$ cat src/logic/swsl_pkg.sv
/*
  Constants, timing and types for the single-wire bus master.
  Assumes a 125 MHz system clock; times are in ns, counts in clock cycles.
*/
package swsl_pkg;

  ////////////////////////////////////////////////////////////////////////////
  // Clock and timing
  localparam int CLK_NS = 8;
  localparam int T_W    = 17;

  function automatic int cyc_up(input int ns);
    return (ns + CLK_NS - 1) / CLK_NS;
  endfunction : cyc_up

  localparam int RESET_LOW_TIME_STD_NS    = 480000;
  localparam int RESET_LOW_TIME_FAST_NS   = 48000;
  localparam int RESET_LOW_MAX_NS         = 960000;
  localparam int RESET_FAST_KEEP_MAX_NS   = 80000;
  localparam int PRESENCE_WAIT_TIME_STD_NS  = 60000;
  localparam int PRESENCE_WAIT_TIME_FAST_NS = 6000;
  localparam int PRESENCE_LOW_MIN_STD_NS  = 60000;
  localparam int PRESENCE_LOW_MIN_FAST_NS = 8000;
  localparam int PRESENCE_LOW_MAX_STD_NS  = 240000;
  localparam int PRESENCE_LOW_MAX_FAST_NS = 24000;
  localparam int SLOT_STD_NS     = 70000;
  localparam int SLOT_FAST_NS    = 10000;
  localparam int W0_LOW_STD_NS   = 60000;
  localparam int W0_LOW_FAST_NS  = 8000;
  localparam int W1_LOW_STD_NS   = 6000;
  localparam int W1_LOW_FAST_NS  = 1000;
  localparam int RD_SAMPLE_STD_NS  = 12000;
  localparam int RD_SAMPLE_FAST_NS = 2000;

  // Presence sampled mid-way through its guaranteed low time
  localparam int PRES_SAMPLE_STD_NS  = PRESENCE_WAIT_TIME_STD_NS + PRESENCE_LOW_MIN_STD_NS / 2;
  localparam int PRES_SAMPLE_FAST_NS = PRESENCE_WAIT_TIME_FAST_NS + PRESENCE_LOW_MIN_FAST_NS / 2;
  localparam int PRES_END_STD_NS  = PRESENCE_WAIT_TIME_STD_NS + PRESENCE_LOW_MAX_STD_NS;
  localparam int PRES_END_FAST_NS = PRESENCE_WAIT_TIME_FAST_NS + PRESENCE_LOW_MAX_FAST_NS;

  localparam int RESET_LOW_STD_CYC   = cyc_up(RESET_LOW_TIME_STD_NS);
  localparam int RESET_LOW_FAST_CYC  = cyc_up(RESET_LOW_TIME_FAST_NS);
  localparam int RESET_LOW_MAX_CYC   = RESET_LOW_MAX_NS / CLK_NS;
  localparam int RESET_FAST_KEEP_CYC = RESET_FAST_KEEP_MAX_NS / CLK_NS;
  localparam int PRES_SAMPLE_STD_CYC  = cyc_up(PRES_SAMPLE_STD_NS);
  localparam int PRES_SAMPLE_FAST_CYC = cyc_up(PRES_SAMPLE_FAST_NS);
  localparam int PRES_END_STD_CYC  = cyc_up(PRES_END_STD_NS);
  localparam int PRES_END_FAST_CYC = cyc_up(PRES_END_FAST_NS);
  localparam int SLOT_STD_CYC     = cyc_up(SLOT_STD_NS);
  localparam int SLOT_FAST_CYC    = cyc_up(SLOT_FAST_NS);
  localparam int W0_LOW_STD_CYC   = cyc_up(W0_LOW_STD_NS);
  localparam int W0_LOW_FAST_CYC  = cyc_up(W0_LOW_FAST_NS);
  localparam int W1_LOW_STD_CYC   = cyc_up(W1_LOW_STD_NS);
  localparam int W1_LOW_FAST_CYC  = cyc_up(W1_LOW_FAST_NS);
  localparam int RD_SAMPLE_STD_CYC  = cyc_up(RD_SAMPLE_STD_NS);
  localparam int RD_SAMPLE_FAST_CYC = cyc_up(RD_SAMPLE_FAST_NS);

  ////////////////////////////////////////////////////////////////////////////
  // Device command bytes, addresses and values
  localparam logic [7:0]  CMD_SKIP_SELECT   = 8'hCC;
  localparam logic [7:0]  CMD_WRITE_MEMORY  = 8'h55;
  localparam logic [7:0]  CMD_CONVERT       = 8'h3C;
  localparam logic [7:0]  CMD_READ_MEMORY   = 8'hAA;
  localparam logic [7:0]  CONVERT_DONE_BYTE = 8'hFF;
  localparam logic [15:0] ADDR_CH4_STATUS   = 16'h000F;
  localparam logic [15:0] ADDR_CH4_ALARM_LO = 16'h0016;
  localparam logic [15:0] ADDR_CH4_ALARM_HI = 16'h0017;
  localparam logic [15:0] ADDR_CH1_CONTROL  = 16'h0008;
  localparam logic [15:0] ADDR_CH2_CONTROL  = 16'h000A;
  localparam logic [7:0]  OUTPUT_ON_BYTE    = 8'h80;
  localparam logic [7:0]  OUTPUT_OFF_BYTE   = 8'hC0;
  localparam int          LOW_ALARM_BIT     = 4;
  localparam int          HIGH_ALARM_BIT    = 5;

  // CRC16, reflected form of x16+x15+x2+1
  localparam logic [15:0] CRC_POLY_REFL = 16'hA001;
  localparam logic [15:0] CRC_RESIDUE   = 16'hB001;

  ////////////////////////////////////////////////////////////////////////////
  // Types
  typedef enum logic [2:0] {
    OP_RESET, OP_WRITE, OP_READ, OP_READ_STATUS, OP_SET_FAST, OP_CRC_LOAD
  } swsl_op_type;

  typedef enum {
    ST_IDLE, ST_RST_LOW, ST_RST_WAIT, ST_RST_REC, ST_SLOT, ST_PUSH
  } swsl_state_type;

endpackage : swsl_pkg

$ cat src/logic/swsl_host.sv
/*
  Single-wire bus master: reset/presence, byte write and read slots, CRC16
  tracking and a two-entry receive buffer.
  Assumes an external pull-up on the line and inputs synchronous to sys_clk_i.
*/
// Overview of operation
// - Reset low lasts 480 us regular or 48 us fast, then release and listen.
// - Four signal types; master starts all but presence.
// - Every bit slot begins with the master driving the line low.
// - Reset low plus rise time stays below 960 us.
// - Write memory 55h: address low, high, data; CRC16 then echo returned.
// - Convert 3Ch: mask and control byte, then CRC16 over all three.
// - After convert CRC, read until device returns FFh.
// - Read memory AAh: address low, high; data then CRC16 returned.
// - Skip-selection CCh after presence reaches memory and convert functions.
`timescale 1ns/1ps

module swsl_host
  import swsl_pkg::*;
#(
  parameter int RST_LOW_STD_CYC  = RESET_LOW_STD_CYC,
  parameter int RST_LOW_FAST_CYC = RESET_LOW_FAST_CYC,
  parameter int PRES_SMP_STD_CYC = PRES_SAMPLE_STD_CYC,
  parameter int PRES_END_CYC     = PRES_END_STD_CYC,
  parameter int SLOT_LEN_CYC     = SLOT_STD_CYC,
  parameter int W0_LEN_CYC       = W0_LOW_STD_CYC
) (
  input  wire logic        sys_clk_i,
  input  wire logic        rst_n_i,
  input  wire logic        cmd_valid_i,
  output logic             cmd_ready_o,
  input  wire swsl_op_type cmd_op_i,
  input  wire logic        cmd_fast_i,
  input  wire logic [7:0]  cmd_data_i,
  input  wire logic [15:0] crc_seed_i,
  output logic             rx_valid_o,
  input  wire logic        rx_ready_i,
  output logic [7:0]       rx_data_o,
  output logic             done_o,
  output logic             presence_o,
  output logic             fast_speed_flag_o,
  output logic             convert_done_o,
  output logic             high_alarm_flag_o,
  output logic             low_alarm_flag_o,
  output logic [15:0]      crc_o,
  output logic             crc_ok_o,
  input  wire logic        line_i,
  output logic             line_o,
  output logic             line_oe_o
);

  ////////////////////////////////////////////////////////////////////////////
  // Reset synchroniser
  logic [1:0]      rst_sync_q;
  logic            rst_n;
  swsl_state_type  state_q;
  swsl_op_type     op_q;
  logic            cmd_ready_q, done_q, oe_q, fast_q, presence_q;
  logic [T_W-1:0]  t_q;
  logic [2:0]      bit_q;
  logic [7:0]      sh_q;
  logic [15:0]     crc_q;
  logic            crc_ok_q, conv_q, alarm_hi_q, alarm_lo_q;
  logic [7:0]      rx_data_q, spare_q;
  logic            rx_valid_q, spare_v_q;
  logic            accept, push, pop, is_write, crc_step, crc_bit;
  logic [15:0]     crc_d;
  logic [T_W-1:0]  rst_low_c, pres_c, rst_end_c, low_c, rd_c, slot_c;

  always_ff @(posedge sys_clk_i or negedge rst_n_i) begin
    if (!rst_n_i) begin
      rst_sync_q <= 2'h0;
    end else begin
      rst_sync_q <= {rst_sync_q[0], 1'b1};
    end
  end
  assign rst_n = rst_sync_q[1];

  ////////////////////////////////////////////////////////////////////////////
  // Timing selection by speed
  assign accept   = cmd_valid_i && cmd_ready_q;
  assign is_write = (op_q == OP_WRITE);
  always_comb begin
    rst_low_c = fast_q ? T_W'(RST_LOW_FAST_CYC) : T_W'(RST_LOW_STD_CYC);
    pres_c    = rst_low_c + (fast_q ? T_W'(PRES_SAMPLE_FAST_CYC) : T_W'(PRES_SMP_STD_CYC));
    rst_end_c = rst_low_c + (fast_q ? T_W'(PRES_END_FAST_CYC) : T_W'(PRES_END_CYC));
    rd_c      = fast_q ? T_W'(RD_SAMPLE_FAST_CYC) : T_W'(RD_SAMPLE_STD_CYC);
    slot_c    = fast_q ? T_W'(SLOT_FAST_CYC) : T_W'(SLOT_LEN_CYC);
    if (is_write && !sh_q[0]) begin
      low_c = fast_q ? T_W'(W0_LOW_FAST_CYC) : T_W'(W0_LEN_CYC);
    end else begin
      low_c = fast_q ? T_W'(W1_LOW_FAST_CYC) : T_W'(W1_LOW_STD_CYC);
    end
  end

  ////////////////////////////////////////////////////////////////////////////
  // Sequencer: reset/presence and bit slots
  always_ff @(posedge sys_clk_i or negedge rst_n) begin
    if (!rst_n) begin
      state_q     <= ST_IDLE;
      op_q        <= OP_RESET;
      cmd_ready_q <= 1'b0;
      done_q      <= 1'b0;
      oe_q        <= 1'b0;
      t_q         <= '0;
      bit_q       <= 3'h0;
      sh_q        <= 8'h00;
    end else begin
      done_q <= 1'b0;
      unique case (state_q)
        ST_IDLE: begin
          cmd_ready_q <= 1'b1;
          if (accept) begin
            cmd_ready_q <= 1'b0;
            op_q        <= cmd_op_i;
            sh_q        <= cmd_data_i;
            bit_q       <= 3'h0;
            t_q         <= T_W'(1);
            case (cmd_op_i)
              OP_RESET: begin
                oe_q    <= 1'b1;
                state_q <= ST_RST_LOW;
              end
              OP_WRITE, OP_READ, OP_READ_STATUS: begin
                oe_q    <= 1'b1;
                state_q <= ST_SLOT;
              end
              default: begin
                done_q      <= 1'b1;
                cmd_ready_q <= 1'b1;
              end
            endcase
          end
        end
        ST_RST_LOW: begin
          t_q <= t_q + T_W'(1);
          if (t_q == rst_low_c) begin
            oe_q    <= 1'b0;
            state_q <= ST_RST_WAIT;
          end
        end
        ST_RST_WAIT: begin
          t_q <= t_q + T_W'(1);
          if (t_q == pres_c) begin
            state_q <= ST_RST_REC;
          end
        end
        ST_RST_REC: begin
          t_q <= t_q + T_W'(1);
          if (t_q >= rst_end_c) begin
            done_q      <= 1'b1;
            cmd_ready_q <= 1'b1;
            state_q     <= ST_IDLE;
          end
        end
        ST_SLOT: begin
          t_q <= t_q + T_W'(1);
          if (t_q == low_c) begin
            oe_q <= 1'b0;
          end
          if (!is_write && t_q == rd_c) begin
            sh_q <= {line_i, sh_q[7:1]};
          end
          if (t_q == slot_c) begin
            if (is_write) begin
              sh_q <= {1'b0, sh_q[7:1]};
            end
            if (bit_q == 3'h7) begin
              if (is_write) begin
                done_q      <= 1'b1;
                cmd_ready_q <= 1'b1;
                state_q     <= ST_IDLE;
              end else begin
                state_q <= ST_PUSH;
              end
            end else begin
              bit_q <= bit_q + 3'h1;
              t_q   <= T_W'(1);
              oe_q  <= 1'b1;
            end
          end
        end
        ST_PUSH: begin
          if (push) begin
            done_q      <= 1'b1;
            cmd_ready_q <= 1'b1;
            state_q     <= ST_IDLE;
          end
        end
      endcase
    end
  end

  ////////////////////////////////////////////////////////////////////////////
  // Speed flag and presence
  always_ff @(posedge sys_clk_i or negedge rst_n) begin
    if (!rst_n) begin
      fast_q <= 1'b0;
    end else if (accept && cmd_op_i == OP_SET_FAST) begin
      fast_q <= 1'b1;
    end else if (accept && cmd_op_i == OP_RESET) begin
      fast_q <= fast_q && cmd_fast_i;
    end
  end

  always_ff @(posedge sys_clk_i or negedge rst_n) begin
    if (!rst_n) begin
      presence_q <= 1'b0;
    end else if (state_q == ST_RST_WAIT && t_q == pres_c) begin
      presence_q <= !line_i;
    end
  end

  ////////////////////////////////////////////////////////////////////////////
  // CRC16 over every bit sent or received
  assign crc_step = (state_q == ST_SLOT) && (is_write ? (t_q == T_W'(1)) : (t_q == rd_c));
  assign crc_bit  = is_write ? sh_q[0] : line_i;
  always_comb begin
    crc_d = {1'b0, crc_q[15:1]};
    if (crc_q[0] ^ crc_bit) begin
      crc_d = crc_d ^ CRC_POLY_REFL;
    end
  end

  always_ff @(posedge sys_clk_i or negedge rst_n) begin
    if (!rst_n) begin
      crc_q    <= 16'h0000;
      crc_ok_q <= 1'b0;
    end else if (accept && cmd_op_i == OP_CRC_LOAD) begin
      crc_q    <= crc_seed_i;
      crc_ok_q <= 1'b0;
    end else if (crc_step) begin
      crc_q    <= crc_d;
      crc_ok_q <= (crc_d == CRC_RESIDUE);
    end
  end

  ////////////////////////////////////////////////////////////////////////////
  // Two-entry receive buffer and decoded results
  assign push = (state_q == ST_PUSH) && !spare_v_q;
  assign pop  = rx_valid_q && rx_ready_i;

  always_ff @(posedge sys_clk_i or negedge rst_n) begin
    if (!rst_n) begin
      rx_data_q  <= 8'h00;
      rx_valid_q <= 1'b0;
      spare_q    <= 8'h00;
      spare_v_q  <= 1'b0;
    end else if (push) begin
      if (!rx_valid_q || pop) begin
        rx_data_q  <= sh_q;
        rx_valid_q <= 1'b1;
      end else begin
        spare_q   <= sh_q;
        spare_v_q <= 1'b1;
      end
    end else if (pop) begin
      if (spare_v_q) begin
        rx_data_q <= spare_q;
        spare_v_q <= 1'b0;
      end else begin
        rx_valid_q <= 1'b0;
      end
    end
  end

  always_ff @(posedge sys_clk_i or negedge rst_n) begin
    if (!rst_n) begin
      conv_q     <= 1'b0;
      alarm_hi_q <= 1'b0;
      alarm_lo_q <= 1'b0;
    end else begin
      conv_q <= push && (sh_q == CONVERT_DONE_BYTE);
      if (push && op_q == OP_READ_STATUS) begin
        alarm_hi_q <= sh_q[HIGH_ALARM_BIT];
        alarm_lo_q <= sh_q[LOW_ALARM_BIT];
      end
    end
  end

  assign cmd_ready_o       = cmd_ready_q;
  assign rx_valid_o        = rx_valid_q;
  assign rx_data_o         = rx_data_q;
  assign done_o            = done_q;
  assign presence_o        = presence_q;
  assign fast_speed_flag_o = fast_q;
  assign convert_done_o    = conv_q;
  assign high_alarm_flag_o = alarm_hi_q;
  assign low_alarm_flag_o  = alarm_lo_q;
  assign crc_o             = crc_q;
  assign crc_ok_o          = crc_ok_q;
  assign line_oe_o         = oe_q;
  assign line_o            = 1'b0;

  ////////////////////////////////////////////////////////////////////////////
  // Checks
  logic [T_W-1:0] low_run_q;
  always_ff @(posedge sys_clk_i or negedge rst_n) begin
    if (!rst_n) begin
      low_run_q <= '0;
    end else begin
      low_run_q <= oe_q ? low_run_q + T_W'(1) : '0;
    end
  end

  chk_reset_low_len: assert property (@(posedge sys_clk_i) disable iff (!rst_n)
    $fell(oe_q) && state_q == ST_RST_WAIT |-> low_run_q == rst_low_c)
    else $error("reset low time wrong");
  chk_reset_below_max: assert property (@(posedge sys_clk_i) disable iff (!rst_n)
    oe_q |-> low_run_q < T_W'(RESET_LOW_MAX_CYC))
    else $error("line held low too long");
  chk_regular_reset_clears: assert property (@(posedge sys_clk_i) disable iff (!rst_n)
    accept && cmd_op_i == OP_RESET && !cmd_fast_i |=> !fast_q)
    else $error("regular reset left fast speed");
  chk_fast_reset_short: assert property (@(posedge sys_clk_i) disable iff (!rst_n)
    $fell(oe_q) && state_q == ST_RST_WAIT && fast_q |-> low_run_q <= T_W'(RESET_FAST_KEEP_CYC))
    else $error("fast reset too long");
  chk_slot_starts_low: assert property (@(posedge sys_clk_i) disable iff (!rst_n)
    $rose(oe_q) |-> state_q == ST_RST_LOW || state_q == ST_SLOT)
    else $error("line driven low outside a slot or reset");
  chk_write_bit_low: assert property (@(posedge sys_clk_i) disable iff (!rst_n)
    $fell(oe_q) && state_q == ST_SLOT && is_write |->
      low_run_q == (sh_q[0] ? (fast_q ? T_W'(W1_LOW_FAST_CYC) : T_W'(W1_LOW_STD_CYC))
                            : (fast_q ? T_W'(W0_LOW_FAST_CYC) : T_W'(W0_LEN_CYC))))
    else $error("write slot low time does not match bit");
  chk_presence_sample: assert property (@(posedge sys_clk_i) disable iff (!rst_n)
    state_q == ST_RST_WAIT && t_q == pres_c |=> presence_q == !$past(line_i))
    else $error("presence not sampled");
  chk_convert_done: assert property (@(posedge sys_clk_i) disable iff (!rst_n)
    conv_q |-> $past(push) && $past(sh_q) == CONVERT_DONE_BYTE)
    else $error("convert done without FFh byte");

endmodule : swsl_host

$ cat config.mk
export PLATFORM = sky130hd
export DESIGN_NAME = swsl_host
export DESIGN_NICKNAME = d
export VERILOG_FILES = /design/src/logic/swsl_pkg.sv /design/src/logic/swsl_host.sv
export SDC_FILE = /design/constraint.sdc
export NUM_CORES = 1
export LEC_CHECK = 0
export ABC_CLOCK_PERIOD_IN_PS = 2750
export BUFFER_PORTS_ARGS = -buffer_cell sky130_fd_sc_hd__buf_2
export CORE_ASPECT_RATIO = 0.7
export CORE_MARGIN = 3
export CORE_UTILIZATION = 58
export DETAILED_ROUTE_END_ITERATION = 8
export PLACE_DENSITY = 0.92
export SETUP_SLACK_MARGIN = 0.4
export SYNTH_ARGS = -nofsm -noshare
export SYNTH_HDL_FRONTEND = slang
export SYNTH_SLANG_ARGS = --single-unit
$ cat constraint.sdc
create_clock -name sys_clk_i -period 2.75 [get_ports sys_clk_i]
set_clock_uncertainty 0.15 [all_clocks]
set_input_delay 0.825 -clock sys_clk_i [delete_from_list [all_inputs] [get_ports sys_clk_i]]
set_output_delay 0.825 -clock sys_clk_i [all_outputs]
set_load 0.05 [all_outputs]
# Yosys cells after proc, flatten, opt, wreduce, memory -nomap -nowiden
# Cells that the tools add are included.
[op_classes]
mux = 73
n_reduce_logical = 43
order_cmp = 1
n_bitwise = 3
add_sub_neg = 4
n_eq_ne = 38
[ops]
columns = ["op", "n"]
rows = [
  ["$mux W32", 7],
  ["$pmux W32 S6", 1],
  ["$eq A32 B3 Y1 const B", 3],
  ["$mux W16", 5],
  ["$eq A32 B2 Y1 const B", 2],
  ["$eq A32 B4 Y1 const B", 2],
  ["$mux W8", 8],
  ["$pmux W32 S2", 1],
  ["$mux W17", 3],
  ["$pmux W17 S3", 1],
  ["$eq A17 B17 Y1", 2],
  ["$eq A32 B1 Y1 const B", 1],
  ["$logic_not A32 Y1", 1],
  ["$mux W1", 32],
  ["$mux W14", 2],
  ["$mux W13", 2],
  ["$ne A2 B2 Y1 const B", 11],
  ["$add A16 B14 Y17", 1],
  ["$add A16 B16 Y17", 1],
  ["$add A17 B1 Y17 const B", 1],
  ["$eq A17 B1 Y1 const B", 1],
  ["$eq A17 B11 Y1", 1],
  ["$eq A17 B14 Y1", 1],
  ["$eq A17 B16 Y1", 1],
  ["33 further kinds", 71],
]
[word_totals]
regBits = 108
output_inout_bits = 35
wordCells = 182
input_bits = 33

# Longest topological paths before layout
[depth]
ltp_word = 8
ltp_mapped = 10
ltp_nobuf = 9

# Worst setup path before layout
# Ideal clock, no wire load.
[synth_timing]
kind = "register to register"
startpoint = "register fast_q (netlist: fast_speed_flag_o)"
endpoint = "register sh_q[2]"
period_less_slack_ps = 3135
path_stages_with_launch = 8
path_buffers = 0
t_required_ps = 2474
setup_time_ps = 126
t_arrival_ps = 2858
path_slack_ps = -385
path_cell_list = "dfrtp_1 > ha_1 > or4b_2 > nor4_2 > nand3_1 > o21bai_1 > a21oi_1 > a221o_1"
[synth_via]
elab_chain_len = 7
elab_cells_between_ends = 9
classes_between = "eq/ne (2); mux (6); reduce/logical (1)"
[synth_rtl]
columns = ["element", "line_no", "source"]
rows = [
  ["start, declared", "swsl_host.sv:58", "logic cmd_ready_q, done_q, oe_q, fast_q, presence_q;"],
  ["start signal, assigned", "swsl_host.sv:202", "fast_q <= fast_q && cmd_fast_i;"],
  ["$mux W11", "swsl_host.sv:87", "rd_c = fast_q ? T_W'(RD_SAMPLE_FAST_CYC) : T_W'(RD_SAMPLE_STD_CYC);"],
  ["$eq A17 B11 Y1", "swsl_host.sv:161", "if (!is_write && t_q == rd_c) begin"],
  ["$logic_and A1 B1 Y1", "swsl_host.sv:161", ""],
  ["$mux W8", "swsl_host.sv:161", ""],
  ["$mux W8", "swsl_host.sv:165", "if (is_write) begin"],
  ["$mux W8 *", "swsl_host.sv:164", "if (t_q == slot_c) begin"],
  ["$pmux W8 S2 *", "swsl_host.sv:110", "unique case (state_q)"],
  ["end signal, assigned", "swsl_host.sv:116", "sh_q <= cmd_data_i;"],
  ["end signal, assigned", "swsl_host.sv:162", "sh_q <= {line_i, sh_q[7:1]};"],
  ["end signal, assigned", "swsl_host.sv:166", "sh_q <= {1'b0, sh_q[7:1]};"],
  ["end, declared", "swsl_host.sv:61", "logic [7:0] sh_q;"],
]
# Mark *: on every way between the ends. The rest lies on a longest branch, timed or not.
# A chain may end at the register's enable or synchronous reset.

# Worst setup path in the final report
[layout_timing]
startpoint = "register op_q[1]"
endpoint = "register oe_q (netlist: line_oe_o)"
[layout_via]
elab_chain_len = 8
[layout_rtl]
columns = ["element", "line_no", "source"]
rows = [
  ["start, declared", "swsl_host.sv:57", "swsl_op_type op_q;"],
  ["start signal, assigned", "swsl_host.sv:115", "op_q <= cmd_op_i;"],
  ["$eq A3 B1 Y1 *", "swsl_host.sv:82", "assign is_write = (op_q == OP_WRITE);"],
  ["$logic_and A1 B1 Y1 *", "swsl_host.sv:89", "if (is_write && !sh_q[0]) begin"],
  ["$mux W13 *", "swsl_host.sv:89", ""],
  ["$eq A17 B17 Y1 *", "swsl_host.sv:158", "if (t_q == low_c) begin"],
  ["$mux W1 *", "swsl_host.sv:158", ""],
  ["$mux W1", "swsl_host.sv:168", "if (bit_q == 3'h7) begin"],
  ["$mux W1 *", "swsl_host.sv:164", ""],
  ["$pmux W1 S3 *", "swsl_host.sv:110", ""],
  ["end signal, assigned", "swsl_host.sv:121", "oe_q <= 1'b1;"],
  ["end signal, assigned", "swsl_host.sv:159", "oe_q <= 1'b0;"],
  ["end signal, assigned", "swsl_host.sv:179", "oe_q <= 1'b1;"],
  ["end, declared", "swsl_host.sv:58", ""],
]
# Marked as above.

==> impl_metrics.ini <==
[drt]
drc_errors = 0
vias_per_cell = 6.65
vias = 4533
drt_iter0_drc = 683
routedWlPerCell_microns = 22.6
postRouteAntennaNets = 0
drt_wl_total_mm = 15.4
first_pass_iters = 7

[cts]
cts_tree = done
cts_sinks = 79
cts_hold_buf = 0
cts_inserted_buffers = 9
clkLatencyLatePin_ns = 0.35
h-tree-depth = 3
root_buffer = clkbuf_16
path_clk_slew_ns = 0.07
cts_max_path_buffers = 2

[run]
drv_cap = 0

[timing]
hold_viol = 0
period_share_pct = 100
setup_viol = 1
slew_violations = 0
relSlewSlack_pct = 42.0
worst_pin_slew_ns = 0.870
worst_hold_slack_ns = 0.0967
setup_slack_ns = -0.00985
fin_crit_ns = 2.76
rsz0062_at_grt = yes
fmax_mhz = 362

[placement]
numPortBuffers = 66
place_inst = 649
gp_congestion = 0.984
hpwl_mm = 9.76

[cells_and_area]
stdcell_count = 682
areaGrowthSynthToFinish_pct = 29.8
layout-drive-gt1-share_pct = 37.2
num-nets-final = 629
ff_latch_area_sq_um = 1980
nFillCells = 451
multi_input_area_sq_um = 2800
diodes = 0
fin_util_pct = 79.8

[floorplanning]
placement_rows = 26
coreArea_sq_um = 7480
start_util_pct = 61.5
die_x_microns = 112
dieArea_sq_um = 9050
ioPinCount = 68
die_h_microns = 80.5

[grt]
grt_remaining_overflow = 0
grtUsageTotal_pct = 33.8
grt_pass1_wl_mm = 23.4
grt_pass1_vias = 4419
antenna_found_initial = 0
grt_max_degree = 40

[hold_path]
hold_class = in -> async

[logic_synthesis]
synth_area_per_cell_sq_um = 9.67
synth-edff-count = 0
syn_area_sq_um = 4600
synthCells = 476
ys.flop_type = dfrtp_1
yosysWarnings = 0
synth_top_cell_area_share_pct = 43.0
synth.area.top_cells = dfrtp_1, ha_1, mux2i_1, nor2_1, mux2_2
ys_ff_latch = 79
synth_top_cell_by_area = dfrtp_1
ys_async_sr_fraction_pct = 100
synth_fp_nets = 526
synthTopCellsByCount = dfrtp_1, nor2_1, nand2_1
yosys.cell_count.top_type = dfrtp_1
ys_seq_area_share_pct = 43.0
yosysUniqueCellTypes = 67

[power_and_ir_drop]
powerDensity_nw_per_um2 = 1160
ir_worst_vdd_mv = 0.864
p_leak_nw = 2.58

[critical_path]
crit_type = reg -> reg
cp-start-kind = flop
reg2reg_from = op_q[1]$_DFFE_PN0P_
path_max_fanout = 4
reg2regPathDepth = 9
reg2reg_to = line_oe_o$_DFFE_PN0P_
rrSetupSlack_ns = -0.01
cp_data_arrival_time_ns = 2.84
worst_setup_path_end_kind = flop
cp-endpoint = line_oe_o$_DFFE_PN0P_
critPathLaunch = op_q[1]$_DFFE_PN0P_
cp.required_ns = 2.83

[outcome]
status = finished, violations left
violations = setup timing
## critical path: stages (launching register included)
cell,delay [ns]
dfrtp_1,0.43
nor3b_2,0.21
nand2b_1,0.17
ha_4,0.28
and3b_1,0.20
o22ai_1,0.07
nor4bb_1,0.38
a31oi_1,0.16
or4_1,0.43
o2bb2ai_1,0.15
## per-stage QoR
step,TNS [ns],worst slack (ns),total power [mW],instance area [sq um]
3_5_place_dp,-0.0979,-0.0255,5.13,5280
4_1_cts,0,0.113,6.55,5820
3_3_place_gp,0,0.0554,4.95,5280
5_1_grt,-0.326,-0.111,7.19,5970
6_report,-0.00985,-0.00985,6.91,5970
2_1_floorplan,-0.00489,-0.00489,4.19,4690
## sequential cells by signal, summed over array words and instances, names as in the netlist, 2 cells and up
register / cells
bit_q: 3
crc_o: 16
op_q: 3
rst_sync_q: 2
rx_data_o: 8
sh_q: 8
spare_q: 8
state_q: 3
t_q: 17
## where the power goes
part	total, mW	internal, mW	switching [mW]
combinational	3.65	1.36	2.29
sequential	2.08	1.57	0.517
clock	1.17	0.649	0.523
total	6.91	3.58	3.33
## final cells by class
| cell class | instances | area share (%) |
|---|---|---|
| clock inverters | 6 | 0.880 |
| multi-input cells | 361 | 46.8 |
| repair buffers | 115 | 12.3 |
| inverters | 13 | 0.817 |
| well taps | 98 | 2.05 |
| clock buffers | 10 | 4.00 |
| flip-flops and latches | 79 | 33.2 |
## how the worst min path moves through the flow
| stage | start | to | slack (ns) | cells after the start |
|---|---|---|---|---|
| after detailed placement | rst_sync_q[0]$_DFF_PN0_ | rst_sync_q[1]$_DFF_PN0_ | 0.21 | 0 |
| after global placement | rst_sync_q[0]$_DFF_PN0_ | rst_sync_q[1]$_DFF_PN0_ | 0.19 | 0 |
| after global routing | rst_n_i | rst_sync_q[1]$_DFF_PN0_ | 0.09 | 1 |
| after floorplan | rst_sync_q[0]$_DFF_PN0_ | rst_sync_q[1]$_DFF_PN0_ | 0.18 | 0 |
| final | rst_n_i | rst_sync_q[1]$_DFF_PN0_ | 0.1 | 1 |
| after CTS | rst_n_i | rst_sync_q[1]$_DFF_PN0_ | 0.1 | 1 |
## metal layers
metal / wire length [microns] / vias to the layer above / global-route usage (%)
met5: 0 / - / 0
met4: 570 / 0 / 13.6
met3: 1880 / 82 / 10.2
met2: 6960 / 350 / 52.5
met1: 5980 / 2164 / 44.6
li1: - / 1937 / -
## layout by cell type, fill, tap and decap left out, types with 7 or more instances in the layout
cell,count
nand3_1,9
nor2_1,39
o21ai_0,12
inv_1,12
mux2_2,13
xnor2_1,13
ha_1,11
mux2i_1,20
nor3_1,15
nand2_1,34
buf_4,42
and2_1,10
clkbuf_16,9
a221o_1,7
nor2_2,14
nand2b_1,8
dfrtp_1,77
nand4_1,12
a21oi_1,23
buf_2,66
## timing repair
item                                    4_1_cts  5_1_grt
cloned                                        2        0
buffers inserted                             11        4
resized for setup                            30       30
endpoints found under the setup margin       51       62
hold endpoints to repair                      0        0
pin swaps                                    21        9
## cell families (layout without fill, tap and decap cells)
group	Yosys count	in the layout	share of synthesized area [%]
simple gates	195	197	22.8
compound gates	89	89	13.8
flops	79	79	43.0
buf+inv	38	144	3.64
mux	35	35	8.00
xor+xnor	21	21	4.00
fa+ha+maj	17	17	4.62
other cells	2	2	0.163
(Power assumes the default switching activity.)
